--- config.mk ---
export PLATFORM = sky130hd
export DESIGN_NAME = vpm_top
export DESIGN_NICKNAME = d
export VERILOG_FILES = /design/src/core/vpm_pkg.sv /design/src/core/vpm_top.sv
export SDC_FILE = /design/constraint.sdc
export NUM_CORES = 1
export LEC_CHECK = 0
export BUFFER_PORTS_ARGS = -buffer_cell sky130_fd_sc_hd__buf_2
export CORE_AREA = 2 2 154 156
export DETAILED_ROUTE_END_ITERATION = 12
export DIE_AREA = 0 0 156 158
export PLACE_DENSITY = 0.77
export SLEW_MARGIN = 10
export SYNTH_ARGS = -nofsm -noshare
export SYNTH_HDL_FRONTEND = slang
export SYNTH_SLANG_ARGS = --single-unit
export TNS_END_PERCENT = 1
--- constraint.sdc ---
create_clock -name clk_i -period 2.6 [get_ports clk_i]
set_input_delay 0.13 -clock clk_i [delete_from_list [all_inputs] [get_ports clk_i]]
set_output_delay 0.13 -clock clk_i [all_outputs]
set_load 0.03 [all_outputs]
--- src/core/vpm_pkg.sv ---
/*
 * vpm_pkg: constants shared by the phase and mode control core.
 * Assumes a 40 MHz system clock and a classic Wishbone register bus.
 */
package vpm_pkg;
  // ==========================================================
  // clock and timing
  localparam int CLK_PERIOD_NS = 25;
  localparam int SAMPLE_TIME_US = 100;            // strap read window
  localparam int SAMPLE_CYC = SAMPLE_TIME_US * 1000 / CLK_PERIOD_NS;
  localparam int DIODE_TIME_NS = 40;              // body diode target
  localparam logic [3:0] DIODE_CYC = 4'((DIODE_TIME_NS + CLK_PERIOD_NS - 1) / CLK_PERIOD_NS);
  localparam int STEP_UV = 6250;                  // one code step
  // slew rates in tenths of mV/us, one per strap column
  localparam int SLEW0_X10 = 200;
  localparam int SLEW1_X10 = 150;
  localparam int SLEW2_X10 = 125;
  localparam int SLEW3_X10 = 100;
  localparam logic [7:0] STEP_CYC [4] = '{
    8'(STEP_UV * 10 / SLEW0_X10 / CLK_PERIOD_NS),
    8'(STEP_UV * 10 / SLEW1_X10 / CLK_PERIOD_NS),
    8'(STEP_UV * 10 / SLEW2_X10 / CLK_PERIOD_NS),
    8'(STEP_UV * 10 / SLEW3_X10 / CLK_PERIOD_NS)};
  // ==========================================================
  // strap windows in units of 10 ohm; index 15 is the open pin
  localparam logic [3:0] OPEN_IDX = 4'hF;
  localparam logic [15:0] RMIN [15] = '{16'd554, 16'd776, 16'd1133, 16'd1665,
    16'd1930, 16'd2453, 16'd3349, 16'd4058, 16'd5152, 16'd7210, 16'd9387,
    16'd11919, 16'd15169, 16'd17927, 16'd20685};
  localparam logic [15:0] RMAX [15] = '{16'd570, 16'd798, 16'd1167, 16'd1715,
    16'd1989, 16'd2527, 16'd3451, 16'd4181, 16'd5308, 16'd7429, 16'd9672,
    16'd11281, 16'd15631, 16'd18473, 16'd21315};
  // offsets in units of 10 uV
  localparam logic signed [15:0] CORE_OFS [16] = '{-16'sd4375, -16'sd3750,
    -16'sd3125, -16'sd2500, -16'sd1875, -16'sd1250, -16'sd625, 16'sd625,
    16'sd1875, 16'sd3125, 16'sd4376, 16'sd5000, 16'sd3750, 16'sd2500,
    16'sd1250, 16'sd0};
  localparam logic signed [15:0] SEC_OFS [16] = '{16'sd1875, 16'sd3125,
    16'sd4376, 16'sd5000, 16'sd3750, 16'sd2500, 16'sd1250, 16'sd0,
    16'sd1875, 16'sd3125, 16'sd4376, 16'sd5000, 16'sd3750, 16'sd2500,
    16'sd1250, 16'sd0};
  // ==========================================================
  // register map
  localparam logic [7:0] REG_CTRL = 8'h00;
  localparam logic [7:0] REG_STATUS = 8'h04;
  localparam logic [7:0] REG_STRAP = 8'h08;
  localparam logic [7:0] REG_REF = 8'h0C;
  localparam logic [7:0] REG_ZC = 8'h10;
  localparam logic [5:0] ZC_THR_RST = 6'h20;
  localparam logic [7:0] BOOT_CODE_RST = 8'h00;
  typedef enum logic [1:0] {SS_IDLE, SS_SAMPLE, SS_RAMP, SS_RUN} vpm_ss_e;
endpackage

--- src/core/vpm_top.sv ---
/*
 * vpm_top: phase count, conduction mode, reference ramp, zero-cross
 * threshold and strap decode for the two-rail regulator.
 * Assumes strap readings and comparators from the analog front end on
 * clk_i, sense straps as raw pins, and a decoded serial command strobe.
 */
`timescale 1ns/1ps
`default_nettype none
// Overview of operation
// - phase 4 sense strap high drops phase 4; phase 3 and 2 straps count only while every higher strap is high
// - four-phase: 11 four, 01 two, 00 skip
// - three-phase: first bit low drops phase 3
// - three-phase: both low, one phase skip
// - two-phase: first bit low, one phase
// - two-phase: both low, single-phase skip
// - one-phase: skip only when both low
// - core channel 1 strap disables core rail
// - second rail two-phase: 11/01/00 modes
// - second rail one-phase: skip on 00
// - second rail channel 1 strap disables it
// - ramp reference upward at strap slew rate; the boot code is loaded directly while straps are sampled
// - downward change: reference drops, no forcing
// - skip mode: low side off at zero-cross
// - step threshold toward 40 ns diode time
// - sample resistor straps early in soft-start
// - core offset sixteen levels, open gives zero; window 11 is empty, so CORE_OFS[11] is never decoded
// - second offset own column, open zero
// - accept readings inside min/max windows
// - take commands only after host power ok
// - slew rate latched at soft-start only
module vpm_top
  import vpm_pkg::*;
(
  input  wire logic        clk_i,
  input  wire logic        rst_i,
  input  wire logic [7:0]  adr_i,
  input  wire logic [31:0] dat_i,
  output logic      [31:0] dat_o,
  input  wire logic        we_i,
  input  wire logic [3:0]  sel_i,
  input  wire logic        cyc_i,
  input  wire logic        stb_i,
  output logic             ack_o,
  input  wire logic        core_phase4_sense_i,
  input  wire logic        core_phase3_sense_i,
  input  wire logic        core_phase2_sense_i,
  input  wire logic        core_phase1_sense_i,
  input  wire logic        second_rail_phase2_sense_i,
  input  wire logic        second_rail_phase1_sense_i,
  input  wire logic        host_power_ok_i,
  input  wire logic [15:0] core_offset_strap_i,
  input  wire logic [15:0] second_rail_offset_strap_i,
  input  wire logic [15:0] slew_freq_strap_i,
  input  wire logic        cmd_valid_i,
  input  wire logic        power_state_bit_a_i,
  input  wire logic        power_state_bit_b_i,
  input  wire logic [7:0]  core_voltage_code_i,
  input  wire logic [7:0]  second_voltage_code_i,
  input  wire logic        core_cycle_start_i,
  input  wire logic        second_cycle_start_i,
  input  wire logic        core_zc_cmp_i,
  input  wire logic        second_zc_cmp_i,
  input  wire logic        core_diode_i,
  input  wire logic        second_diode_i,
  output logic      [3:0]  core_phase_en_o,
  output logic             core_pulse_skip_o,
  output logic      [1:0]  second_phase_en_o,
  output logic             second_pulse_skip_o,
  output logic      [7:0]  core_ref_o,
  output logic      [7:0]  second_ref_o,
  output logic             core_low_side_off_o,
  output logic             second_low_side_off_o,
  output logic      [5:0]  core_zc_thr_o,
  output logic      [5:0]  second_zc_thr_o,
  output logic signed [15:0] core_offset_o,
  output logic signed [15:0] second_offset_o,
  output logic             ss_done_o
);
  import vpm_pkg::*;

  // ==========================================================
  // pin synchronisers: three stages, a change counts once 2 and 3 agree
  localparam int NPIN = 7;
  logic [NPIN-1:0] pin_raw, s1_r, s2_r, s3_r, pin_r;
  assign pin_raw = {host_power_ok_i, second_rail_phase1_sense_i, second_rail_phase2_sense_i,
                    core_phase1_sense_i, core_phase2_sense_i, core_phase3_sense_i,
                    core_phase4_sense_i};
  always_ff @(posedge clk_i) begin
    s1_r <= pin_raw;
    s2_r <= s1_r;
    s3_r <= s2_r;
  end
  genvar gp;
  generate
    for (gp = 0; gp < NPIN; gp++) begin : g_pin
      always_ff @(posedge clk_i) begin
        if (rst_i) begin
          pin_r[gp] <= 1'b0;
        end else if (s2_r[gp] == s3_r[gp]) begin
          pin_r[gp] <= s3_r[gp];
        end
      end
    end
  endgenerate
  wire pok = pin_r[6];

  // ==========================================================
  // wishbone slave: one wait state, unmapped reads give zero
  logic        ack_r, enable_r;
  logic [31:0] rdat_r;
  logic [7:0]  boot_code_r;
  wire req = cyc_i & stb_i & ~ack_r;
  // a write lands on the edge at which the master samples ack, while its request still stands
  wire wr_ctrl = cyc_i & stb_i & ack_r & we_i & (adr_i == REG_CTRL);
  always_ff @(posedge clk_i) begin
    if (rst_i) begin
      ack_r <= 1'b0;
      enable_r <= 1'b0;
      boot_code_r <= BOOT_CODE_RST;
    end else begin
      ack_r <= req;
      if (wr_ctrl && sel_i[0]) enable_r <= dat_i[0];
      if (wr_ctrl && sel_i[1]) boot_code_r <= dat_i[15:8];
    end
  end
  assign ack_o = ack_r;
  assign dat_o = rdat_r;

  // ==========================================================
  // soft-start sequencer: idle, strap sampling, ramp, run
  vpm_ss_e ss_r, ss_nxt;
  logic [15:0] ss_cnt_r;
  logic [1:0]  ramp_done;
  wire samp_end = (ss_cnt_r == 16'(SAMPLE_CYC - 1));
  always_comb begin
    ss_nxt = ss_r;
    unique case (ss_r)
      SS_IDLE:   if (enable_r) ss_nxt = SS_SAMPLE;
      SS_SAMPLE: if (samp_end) ss_nxt = SS_RAMP;
      SS_RAMP:   if (&ramp_done) ss_nxt = SS_RUN;
      SS_RUN:    ss_nxt = SS_RUN;
    endcase
    if (!enable_r) ss_nxt = SS_IDLE;
  end
  always_ff @(posedge clk_i) begin
    if (rst_i) begin
      ss_r <= SS_IDLE;
      ss_cnt_r <= 16'h0000;
    end else begin
      ss_r <= ss_nxt;
      ss_cnt_r <= (ss_r == SS_SAMPLE) ? ss_cnt_r + 16'h0001 : 16'h0000;
    end
  end
  assign ss_done_o = (ss_r == SS_RUN);

  // ==========================================================
  // strap decode: reading must sit inside a min/max window
  function automatic logic [3:0] strap_idx(input logic [15:0] rd);
    logic [3:0] idx;
    idx = OPEN_IDX;
    for (int i = 0; i < 15; i++) begin
      if (rd >= RMIN[i] && rd <= RMAX[i]) idx = 4'(i);
    end
    return idx;
  endfunction
  logic [3:0] core_idx_r, sec_idx_r, slew_idx_r;
  // indices are caught on the last sample cycle and kept until the next start
  always_ff @(posedge clk_i) begin
    if (rst_i) begin
      core_idx_r <= OPEN_IDX;
      sec_idx_r <= OPEN_IDX;
      slew_idx_r <= OPEN_IDX;
    end else if (ss_r == SS_SAMPLE && samp_end) begin
      core_idx_r <= strap_idx(core_offset_strap_i);
      sec_idx_r <= strap_idx(second_rail_offset_strap_i);
      slew_idx_r <= strap_idx(slew_freq_strap_i);
    end
  end
  assign core_offset_o = CORE_OFS[core_idx_r];
  assign second_offset_o = SEC_OFS[sec_idx_r];
  wire [7:0] step_cyc = STEP_CYC[slew_idx_r[1:0]];

  // ==========================================================
  // configuration from sense straps: a strap held high removes a channel, phase 3 and 2 straps only while every higher strap is high
  logic [2:0] core_cfg, sec_cfg;
  assign core_cfg = pin_r[3] ? 3'd0 :
                    pin_r[0] ? (pin_r[1] ? (pin_r[2] ? 3'd1 : 3'd2) : 3'd3) : 3'd4;
  assign sec_cfg = pin_r[5] ? 3'd0 : (pin_r[4] ? 3'd1 : 3'd2);

  // power-state bits are only taken once host power is good and start is over
  logic [1:0] ps_r;
  logic [7:0] code_r [2];
  wire cmd_ok = cmd_valid_i & pok & ss_done_o;
  always_ff @(posedge clk_i) begin
    if (rst_i) begin
      ps_r <= 2'b11;
      code_r[0] <= BOOT_CODE_RST;
      code_r[1] <= BOOT_CODE_RST;
    end else if (ss_r == SS_SAMPLE) begin
      code_r[0] <= boot_code_r;
      code_r[1] <= boot_code_r;
      ps_r <= 2'b11;
    end else if (cmd_ok) begin
      ps_r <= {power_state_bit_a_i, power_state_bit_b_i};
      code_r[0] <= core_voltage_code_i;
      code_r[1] <= second_voltage_code_i;
    end
  end

  // phase count and skip mode for a given strap config and state bits
  function automatic logic [4:0] mode_of(input logic [2:0] cfg, input logic [1:0] ps);
    logic [2:0] n;
    logic       sk;
    n = cfg;
    sk = 1'b0;
    if (cfg != 3'd0 && ps == 2'b00) begin
      n = 3'd1;
      sk = 1'b1;
    end else if (cfg != 3'd0 && ps == 2'b01) begin
      n = (cfg >= 3'd3) ? 3'd2 : 3'd1;
    end
    return {sk, 4'((5'h01 << n) - 5'h01)};
  endfunction
  wire [4:0] want [2];
  assign want[0] = mode_of(core_cfg, ps_r);
  assign want[1] = mode_of(sec_cfg, ps_r);

  // ==========================================================
  // per-rail logic: mode apply, reference ramp, zero-cross threshold
  logic [4:0] mode_r [2];
  logic [7:0] ref_r [2];
  logic [5:0] thr_r [2];
  logic [1:0] cyc_st, zc, dio, ls_off;
  assign cyc_st = {second_cycle_start_i, core_cycle_start_i};
  assign zc = {second_zc_cmp_i, core_zc_cmp_i};
  assign dio = {second_diode_i, core_diode_i};
  genvar gr;
  generate
    for (gr = 0; gr < 2; gr++) begin : g_rail
      logic [7:0] tick_r;
      logic [3:0] dcnt_r;
      logic       ls_off_d_r, meas_r;
      wire up = (ss_r == SS_RAMP || ss_r == SS_RUN) && ref_r[gr] < code_r[gr];
      wire tick = (tick_r >= step_cyc);
      // in run, shedding waits for the cycle boundary so no pulse is cut short
      always_ff @(posedge clk_i) begin
        if (rst_i || ss_r == SS_IDLE) begin
          mode_r[gr] <= 5'h00;
        end else if (cyc_st[gr] || ss_r != SS_RUN) begin
          mode_r[gr] <= want[gr];
        end
      end
      // in ramp and run upward moves step once per slew period; downward ones and the boot load during sampling just let go
      always_ff @(posedge clk_i) begin
        if (rst_i || ss_r == SS_IDLE) begin
          ref_r[gr] <= 8'h00;
          tick_r <= 8'h00;
        end else if (up) begin
          tick_r <= tick ? 8'h00 : tick_r + 8'h01;
          if (tick) ref_r[gr] <= ref_r[gr] + 8'h01;
        end else begin
          tick_r <= 8'h00;
          ref_r[gr] <= code_r[gr];
        end
      end
      assign ramp_done[gr] = (ref_r[gr] == code_r[gr]);
      assign ls_off[gr] = mode_r[gr][4] & zc[gr];
      // diode time is measured after each turn-off and the threshold nudged
      always_ff @(posedge clk_i) begin
        if (rst_i) begin
          thr_r[gr] <= ZC_THR_RST;
          dcnt_r <= 4'h0;
          ls_off_d_r <= 1'b0;
          meas_r <= 1'b0;
        end else begin
          ls_off_d_r <= ls_off[gr];
          if (ls_off[gr] && !ls_off_d_r) begin
            meas_r <= 1'b1;
            dcnt_r <= 4'h0;
          end else if (meas_r && dio[gr]) begin
            if (dcnt_r != 4'hF) dcnt_r <= dcnt_r + 4'h1;
          end else if (meas_r) begin
            meas_r <= 1'b0;
            if (dcnt_r > DIODE_CYC && thr_r[gr] != 6'h00) thr_r[gr] <= thr_r[gr] - 6'h01;
            else if (dcnt_r < DIODE_CYC && thr_r[gr] != 6'h3F) thr_r[gr] <= thr_r[gr] + 6'h01;
          end
        end
      end
    end
  endgenerate

  assign core_phase_en_o = mode_r[0][3:0];
  assign core_pulse_skip_o = mode_r[0][4];
  assign second_phase_en_o = mode_r[1][1:0];
  assign second_pulse_skip_o = mode_r[1][4];
  assign core_ref_o = ref_r[0];
  assign second_ref_o = ref_r[1];
  assign core_low_side_off_o = ls_off[0];
  assign second_low_side_off_o = ls_off[1];
  assign core_zc_thr_o = thr_r[0];
  assign second_zc_thr_o = thr_r[1];

  // ==========================================================
  // register read mux, registered with the acknowledge
  logic [31:0] rmux;
  assign rmux = (adr_i == REG_CTRL)   ? {16'h0000, boot_code_r, 7'h00, enable_r} :
                (adr_i == REG_STATUS) ? {5'h00, ps_r, sec_cfg, core_cfg, mode_r[1], mode_r[0],
                                         pok, 6'h00, 2'(ss_r)} :
                (adr_i == REG_STRAP)  ? {20'h00000, slew_idx_r, sec_idx_r, core_idx_r} :
                (adr_i == REG_REF)    ? {16'h0000, ref_r[1], ref_r[0]} :
                (adr_i == REG_ZC)     ? {18'h00000, thr_r[1], 2'h0, thr_r[0]} : 32'h0000_0000;
  always_ff @(posedge clk_i) begin
    if (rst_i) rdat_r <= 32'h0000_0000;
    else if (req) rdat_r <= we_i ? 32'h0000_0000 : rmux;
  end

  // ==========================================================
  // checks
  wb_ack_once_a: assert property (@(posedge clk_i) disable iff (rst_i)
    ack_o |=> !ack_o) else $error("ack held two cycles");
  strap_ph1_off_a: assert property (@(posedge clk_i) disable iff (rst_i)
    (pin_r[3] && cyc_st[0]) |=> core_phase_en_o == 4'h0) else $error("core not off");
  sec_off_a: assert property (@(posedge clk_i) disable iff (rst_i)
    (pin_r[5] && cyc_st[1]) |=> second_phase_en_o == 2'b00) else $error("second not off");
  skip_single_a: assert property (@(posedge clk_i) disable iff (rst_i)
    core_pulse_skip_o |-> core_phase_en_o == 4'h1) else $error("skip with many phases");
  cmd_gate_a: assert property (@(posedge clk_i) disable iff (rst_i)
    (!pok && ss_r == SS_RUN) |=> $stable(ps_r)) else $error("command before power ok");
  shed_edge_a: assert property (@(posedge clk_i) disable iff (rst_i)
    (ss_r == SS_RUN && $past(ss_r) == SS_RUN && !$past(cyc_st[0])) |-> $stable(core_phase_en_o))
    else $error("phase count moved mid cycle");
  ref_step_a: assert property (@(posedge clk_i) disable iff (rst_i)
    (ref_r[0] < code_r[0] && ss_r == SS_RUN) |=> ref_r[0] <= $past(ref_r[0]) + 8'h01)
    else $error("reference jumped upward");
  slew_lock_a: assert property (@(posedge clk_i) disable iff (rst_i)
    (ss_r == SS_RUN) |=> $stable(slew_idx_r)) else $error("slew changed in run");
  zc_off_a: assert property (@(posedge clk_i) disable iff (rst_i)
    (core_pulse_skip_o && core_zc_cmp_i) |-> core_low_side_off_o) else $error("low side not off");
  cfg_three_a: assert property (@(posedge clk_i) disable iff (rst_i)
    (core_cfg == 3'd3 && ps_r == 2'b01 && cyc_st[0] && ss_r == SS_RUN) |=> core_phase_en_o == 4'h3)
    else $error("phase 3 not shed");
endmodule
`default_nettype wire
==> results of run 1 <==
[final cells by class]
cell class                 instances  share of cell area [%]
clock buffer                      19                   3.347
multi-input combinational       1084                   49.57
clock inverter                    13                  0.9652
inverter                          59                   1.597
timing repair buffer             285                   12.51
tap                              290                   2.616
sequential                       177                   29.38
antenna                            1                 0.01804
[through the flow]
step	power, mW	worst slack, ns	utilization (%)	instances	hold WS, ns
after global placement	3.593	0.008870	55.70	1858	0.2329
after floorplan	3.357	-0.05600	-	1414	0.1577
final	6.162	0.06731	60.17	1928	0.01098
after global routing	6.345	-0.04827	60.16	1927	0.004781
after detailed placement	3.594	-0.03889	55.70	1858	0.2341
after CTS	6.150	0.02843	59.88	1926	0.003360
[sequential cells by signal, summed over array words and instances (netlist names), 8 cells and up]
| signal | count |
|---|---|
| dat_o | 26 |
| boot_code_r | 8 |
| ss_cnt_r | 16 |
| g_rail.dcnt_r | 8 |
| g_rail.tick_r | 16 |
| thr_r | 12 |
| ref_r | 16 |
| mode_r | 9 |
| code_r | 16 |
[cell usage after synthesis (all sizes together), types with 18 or more instances]
master,n
a211oi,20
a21oi,90
a22oi,21
buf,30
clkbuf,64
dfxtp,124
edfxtp,53
ha,55
inv,59
nand2,113
nand2b,23
nand3,50
nand4,33
nor2,177
nor2b,19
nor3,51
nor4,18
o21ai,69
or3,19
xnor2,23
xor2,21
[power by group]
part | leakage [nW] | internal (mW) | total (mW) | switching [mW]
registers | 1.60 | 2.88 | 2.91 | 0.0321
clock network | 0.296 | 1.36 | 2.57 | 1.20
logic | 3.92 | 0.242 | 0.687 | 0.446
[layer usage]
layer | wire [um] | up-vias | part of all wire, % | global-route usage (%)
li1 | - | 5624 | - | -
met1 | 15090 | 5633 | 41 | 37.66
met2 | 17200 | 620 | 47 | 48.02
met3 | 3191 | 97 | 8.7 | 5.338
met4 | 1199 | 2 | 3.3 | 12.23
met5 | 13 | - | 0.035 | 0
[cells in the final DEF, fill, tap and decap left out, drive strengths merged, types with 12 or more instances in the layout]
master	netlist	routed
a211oi	20	20
a21o	15	15
a21oi	90	90
a22o	16	16
a22oi	21	21
a31oi	14	14
and2	14	14
and3	13	13
buf	30	250
clkbuf	64	19
conb	1	14
dfxtp	124	124
dlygate4sd3	0	35
edfxtp	53	53
ha	55	55
inv	59	67
mux2i	16	16
nand2	113	113
nand2b	23	23
nand3	50	50
nand4	33	33
nor2	177	177
nor2b	19	19
nor3	51	51
nor4	18	18
o21a	12	12
o21ai	69	69
o31ai	13	13
or3	19	19
xnor2	23	23
xor2	21	21
[kinds of logic (layout without fill, tap and decap cells)]
kind of cell / count (synthesis) / count (layout)
compound gates: 366 / 366
buf+inv: 153 / 376
mux: 18 / 18
simple gates: 586 / 586
flops: 177 / 177
xor+xnor: 44 / 44
fa+ha+maj: 56 / 56
other cells: 1 / 15
[critical path: stages (launching register included)]
cell and delay, ns:
dfxtp_2 0.33, ha_1 0.22, ha_1 0.28, or3b_2 0.46
a21o_1 0.20, a211oi_4 0.23, nor2_2 0.09, nor4_4 0.32
inv_2 0.16
[timing repair]
item | in CTS | in global routing
hold endpoints to repair | 33 | 0
endpoints found under the setup margin | 9 | 37
buffers inserted | 1 | 1
resized for setup | 3 | 14
pin swaps | 1 | 6
hold buffers | 35 | 0
cloned | 0 | 0
[worst max-delay path by stage]
| stage | from | end | slack [ns] | depth (start not counted) |
|---|---|---|---|---|
| finish | slew_idx_r[0] | ref_r[0][0] | 0.07 | 8 |
| global route | mode_r[1][4] | thr_r[1][5] | -0.05 | 11 |
| CTS | slew_idx_r[0] | ref_r[0][2] | 0.03 | 8 |
| detailed placement | slew_idx_r[0] | ref_r[1][5] | -0.04 | 8 |
| global placement | slew_idx_r[0] | ref_r[1][6] | 0.009 | 8 |
| floorplan | thr_r[1][0] | thr_r[1][5] | -0.06 | 11 |
==> flow_metrics.py, run 1 <==
metrics = {
    "outcome": {
        "status": "complete, no violations",
    },
    "worst_hold_path": {
        "whs_path_depth": 2,
        "hp-class": "input port to register",
        "holdPathEnd": "code_r[0][13]",
        "hold_start": "second_voltage_code_i[5]",
    },
    "routing": {
        "wirelength_um": 36700,
        "wire_per_inst_um": 19.04,
        "postRouteAntennaNets": 0,
        "drt_iter0_drc": 1018,
        "routed_via_density": 6.212,
        "route.detailed.drc": 0,
        "via_count": 11980,
        "firstDrtPassIters": 5,
    },
    "grt": {
        "grt_pass1_wl_um": 57410,
        "antenna_found_initial": 2,
        "grt_overflow_total": 0,
        "grt_max_degree": 54,
        "grt_usage_pct": 29.12,
        "grt_pass1_vias": 11100,
    },
    "sta": {
        "period_share_pct": 97.41,
        "slew_headroom_pct": 45.91,
        "period_needed_ns": 2.533,
        "worst_pin_slew_ns": 0.8102,
        "clock-skew-final_ns": 0.01041,
        "hold_viol": 0,
        "setup_violations": 0,
        "report.final.slew_viol_count": 0,
        "rsz0062_at_grt": "yes",
        "timing.fmax_ghz": 0.3948,
        "timing.setup.tns_ns": 0,
    },
    "critical_path": {
        "reg2reg_from": "slew_idx_r[0]",
        "worstReg2RegEnd": "ref_r[0][0]",
        "critPathKind": "register to register",
        "rr_worst_depth": 8,
        "cp.arrival_ns": 2.71,
        "startpoint_type": "register",
        "r2r_setup_slack_ns": 0.07,
        "crit_path_end_kind": "register",
        "critPathMaxFanout": 8,
        "critPathRequiredTime_ns": 2.78,
    },
    "synth": {
        "syn_avg_cell_area_um2": 8.202,
        "synth_edf_count": 53,
        "post_synth_mux_area_share_pct": 1.590,
        "synth_top_family_by_area": "simple AND/OR/NAND/NOR gates",
        "ys_ff_latch": 177,
        "synth-compound-area-share_pct": 21.76,
        "synth.yosys.seq_area_share_pct": 35.45,
        "synth_cells": 1401,
        "synthTopCellsByArea": "dfxtp_1 (22%), edfxtp_1 (14%), ha_1 (6.0%), nor2_1 (5.7%), a21oi_1 (3.9%)",
        "synthSimpleGateAreaFrac_pct": 25.86,
        "synth_top_area_cell": "dfxtp_1",
        "synth_adder_area_share_pct": 6.163,
        "async_reset_ff_share_pct": 0,
        "yosys_warnings": 0,
        "synth-main-ff-cell": "dfxtp_1",
        "syn_area_um2": 11490,
        "ys_types": 82,
        "synth_top_cell_area_share_pct": 21.60,
        "synth-xor-area-share_pct": 3.354,
    },
    "placed_design": {
        "placed_cell_area_um2": 12840,
        "place.gp.congestion": 0.9743,
        "place_hpwl_um": 26920,
        "portBuffers": 198,
    },
    "cts": {
        "htree_levels": 4,
        "clock_sinks": 177,
        "cts_tree": "built",
        "cts_buffers": 17,
        "cts.path.max_buffers": 2,
        "clk-insertion-delay-late_ns": 0.44,
        "cts_root_buffer": "clkbuf_16",
        "clk_pin_slew_ns": 0.08,
    },
    "floorplanning": {
        "ios": 233,
        "fp.dieH_um": 158,
        "core_um2": 23050,
        "die_w_um": 156,
        "rows": 56,
        "start_util_pct": 49.85,
        "die_area_um2": 24650,
    },
    "power_and_ir_drop": {
        "power.density_nw_per_um2": 444.2,
        "ir_drop_v": 0.0004015,
        "p_leak_nw": 5.811,
    },
    "layout": {
        "multi_input_area_um2": 6875,
        "regArea_um2": 4075,
        "nets": 1809,
        "n_fill_cell": 1990,
        "syn_to_final_growth_pct": 20.71,
        "stdcell_area_um2": 13870,
        "layout-drive-gt1-share_pct": 19.67,
    },
    "run": {
        "drv_cap": 0,
    },
}
(Power assumes the default switching activity.)
==> run 2, diff against run 1 <==
Settings changed: ABC_AREA set to 1, CORE_AREA 2 2 154 156 to 2 2 159 161, DIE_AREA 0 0 156 158 to 0 0 161 163, PLACE_DENSITY 0.77 to 0.76.
==> run 2 against run 1 <==
Against the previous run:
- synthesized area grew 7.4%
- power grew 1.1%
- largest power group unchanged
- synthesized cell count grew 34%
- critical endpoint is now thr_r[1][5]
- flip-flop and latch count is the same
- largest cell class unchanged
- critical path type unchanged
- register-to-register slack gained 0.14 ns
- design area grew 4.1%
- sequential power is essentially flat
==> flow_metrics.py, run 2 <==
metrics = {
    "run": {
        "drv_cap": 0,
    },
    "critical_path": {
        "cp.arrival_ns": 2.59,
        "startpoint_type": "register",
        "crit_path_end_kind": "register",
        "critPathKind": "register to register",
        "critPathMaxFanout": 5,
        "critPathRequiredTime_ns": 2.80,
    },
    "power_and_ir_drop": {
        "sw_frac_of_total_pct": 27.10,
        "power.density_nw_per_um2": 431.5,
        "p_int_mw": 4.540,
        "seqPwrFrac_pct": 46.7,
        "p_leak_nw": 6.755,
        "ir_drop_v": 0.0004003,
        "p_clk_share_pct": 41.0,
        "combPwrFrac_pct": 12.3,
        "total_power_mw": 6.228,
        "p_sw_mw": 1.688,
    },
    "sta": {
        "hold_viol": 0,
        "slew_headroom_pct": 46.80,
        "timing.fmax_ghz": 0.4176,
        "report.final.slew_viol_count": 0,
        "fin_ws_ns": 0.2054,
        "period_share_pct": 92.10,
        "period_needed_ns": 2.395,
        "worst_pin_slew_ns": 0.7971,
        "clock-skew-final_ns": 0.009714,
        "setup_violations": 0,
    },
    "synth": {
        "async_reset_ff_share_pct": 0,
        "syn_avg_cell_area_um2": 6.581,
        "synth.yosys.seq_area_share_pct": 33.00,
        "synth_adder_area_share_pct": 5.736,
        "syn_area_um2": 12350,
        "synthTopCellsByArea": "dfxtp_1 (20%), nand2_1 (13%), edfxtp_1 (13%), inv_1 (7.1%), nor2_1 (7.0%)",
        "post_synth_mux_area_share_pct": 0,
        "synth_top_cell_area_share_pct": 20.11,
        "synth-compound-area-share_pct": 14.84,
        "synth_edf_count": 53,
        "yosys_warnings": 0,
        "synth_cells": 1876,
        "synth_top_family_by_area": "simple AND/OR/NAND/NOR gates",
        "ys_ff_latch": 177,
        "ys_types": 52,
        "synth.most_common_cell": "nand2_1",
        "synth-main-ff-cell": "dfxtp_1",
        "ys_top_cells_by_count": "nand2_1 (428), inv_1 (233), nor2_1 (229), a21oi_1 (156), nand3_1 (152)",
        "synthSimpleGateAreaFrac_pct": 34.11,
        "synth-xor-area-share_pct": 2.057,
        "synth_top_area_cell": "dfxtp_1",
    },
    "layout": {
        "stdcell_area_um2": 14430,
        "final_cell_mix": "nand2_1 (427), inv_1 (231), nor2_1 (228), buf_2 (198), a21oi_1 (155)",
        "largest_reg_flops": 26,
        "final_common_cell": "nand2_1",
        "nets": 2269,
        "insertedDiodeCount": 0,
        "syn_to_final_growth_pct": 16.89,
        "layout-drive-gt1-share_pct": 14.21,
    },
    "outcome": {
        "status": "complete, no violations",
    },
    "routing": {
        "wirelength_um": 39820,
        "route.detailed.drc": 0,
        "wire_per_inst_um": 16.41,
        "postRouteAntennaNets": 0,
        "drt_iter0_drc": 1402,
        "via_count": 13500,
        "routed_via_density": 5.562,
        "firstDrtPassIters": 8,
    },
    "grt": {
        "grt_pass1_vias": 12360,
        "grt_max_degree": 47,
        "grt_overflow_total": 0,
        "grt_usage_pct": 29.51,
        "grt_pass1_wl_um": 62360,
        "antenna_found_initial": 0,
    },
    "cts": {
        "cts_buffers": 17,
        "clk_pin_slew_ns": 0.07,
        "htree_levels": 4,
        "cts.path.max_buffers": 2,
        "clock_sinks": 177,
        "clk-insertion-delay-late_ns": 0.44,
        "cts_tree": "built",
        "cts_root_buffer": "clkbuf_16",
    },
    "placed_design": {
        "portBuffers": 198,
        "pre_cts_ws_ns": 0.05449,
        "place_hpwl_um": 31090,
        "place.gp.congestion": 1.001,
        "placed_cell_area_um2": 13540,
    },
    "floorplanning": {
        "die_area_um2": 26240,
        "core_um2": 24670,
        "ios": 233,
        "die_w_um": 161,
        "rows": 58,
        "fp.dieH_um": 163,
        "start_util_pct": 50.04,
    },
    "worst_hold_path": {
        "hp-class": "input port to register",
    },
}
run 2: cell count changes after synthesis, sizes merged, moves of 18 or more:
cell    before  now
nor2b       19    0
nand2b      23    0
a22oi       21    0
nand2      113  432
inv         59  246
o21ai       69  135
clkbuf      64   18
nand3       50  152
or3         19    1
a211oi      20    1
nor2       177  247
a21oi       90  157
run 2: power groups by stage:
stage               registers, mW  logic (mW)  clock network [mW]
global route                 2.91       0.839                2.69
detailed placement           2.97       0.709                   0
global placement             2.97       0.715                   0
finish                       2.91       0.763                2.55
floorplan                    2.97       0.445                   0
CTS                          2.91       0.739                2.59
run 2: metrics by stage:
step	std cells	util, %	hold WS [ns]	TNS, ns
4_1_cts	2424	58.27	0.004989	0
3_5_place_dp	2368	54.87	0.2336	0
6_report	2427	58.49	0.02367	0
2_1_floorplan	1889	-	0.1577	0
5_1_grt	2427	58.49	0.02038	-0.01554
3_3_place_gp	2368	54.87	0.2326	0
run 2: layer usage:
| layer | GRT usage (%) | part of all wire [%] | up-vias |
|---|---|---|---|
| met5 | 0 | 0 | - |
| met1 | 39.08 | 43 | 6071 |
| li1 | - | - | 6631 |
| met4 | 12.66 | 3.9 | 0 |
| met3 | 5.475 | 8.7 | 106 |
| met2 | 47.33 | 45 | 690 |
run 2: cell families after synthesis:
kind of cell             Yosys count
buffers and inverters            306
XOR/XNOR                          29
AO/OA/AOI/OAI                    341
AND/OR/NAND/NOR                  966
adder cells (fa/ha/maj)           56
flip-flops                       177
other                              1
run 2: path summary, 6_finish.rpt:
path	from	endpoint	depth (start not counted)	slack [ns]
hold reg to reg	s1_r[6]	s2_r[6]	0	0.33
setup / recovery	thr_r[1][2]	thr_r[1][5]	15	0.21
hold / removal	core_voltage_code_i[4]	code_r[0][4]	3	0.02
setup reg to reg	thr_r[1][2]	thr_r[1][5]	15	0.21
run 2: cell type report:
class | count | area [um2]
multi-input cells | 1406 | 7091
clock buffers | 21 | 514.2
clock inverters | 11 | 85.08
repair buffers | 235 | 1329
flip-flops and latches | 177 | 4074
inverters | 247 | 927.1
fillers | 2348 | 10240
well taps | 330 | 412.9
run 2: what timing repair did:
action / in CTS / in global routing
resized for setup: 0 / 9
hold endpoints to repair: 23 / 0
setup buffers: 0 / 3
hold buffers: 24 / 0
setup endpoints to repair: 0 / 2
run 2: worst max-delay path: stages, from the launching register on:
cell      delay [ns]
edfxtp_1        0.45
inv_2           0.11
nor4_2          0.04
nand3_1         0.08
nand4_1         0.10
nor2_2          0.16
inv_2           0.09
buf_4           0.15
ha_1            0.28
nand3_1         0.09
nand2_1         0.08
nand2_1         0.07
nand2_1         0.06
a21oi_2         0.13
xor2_1          0.20
o21ai_1         0.08
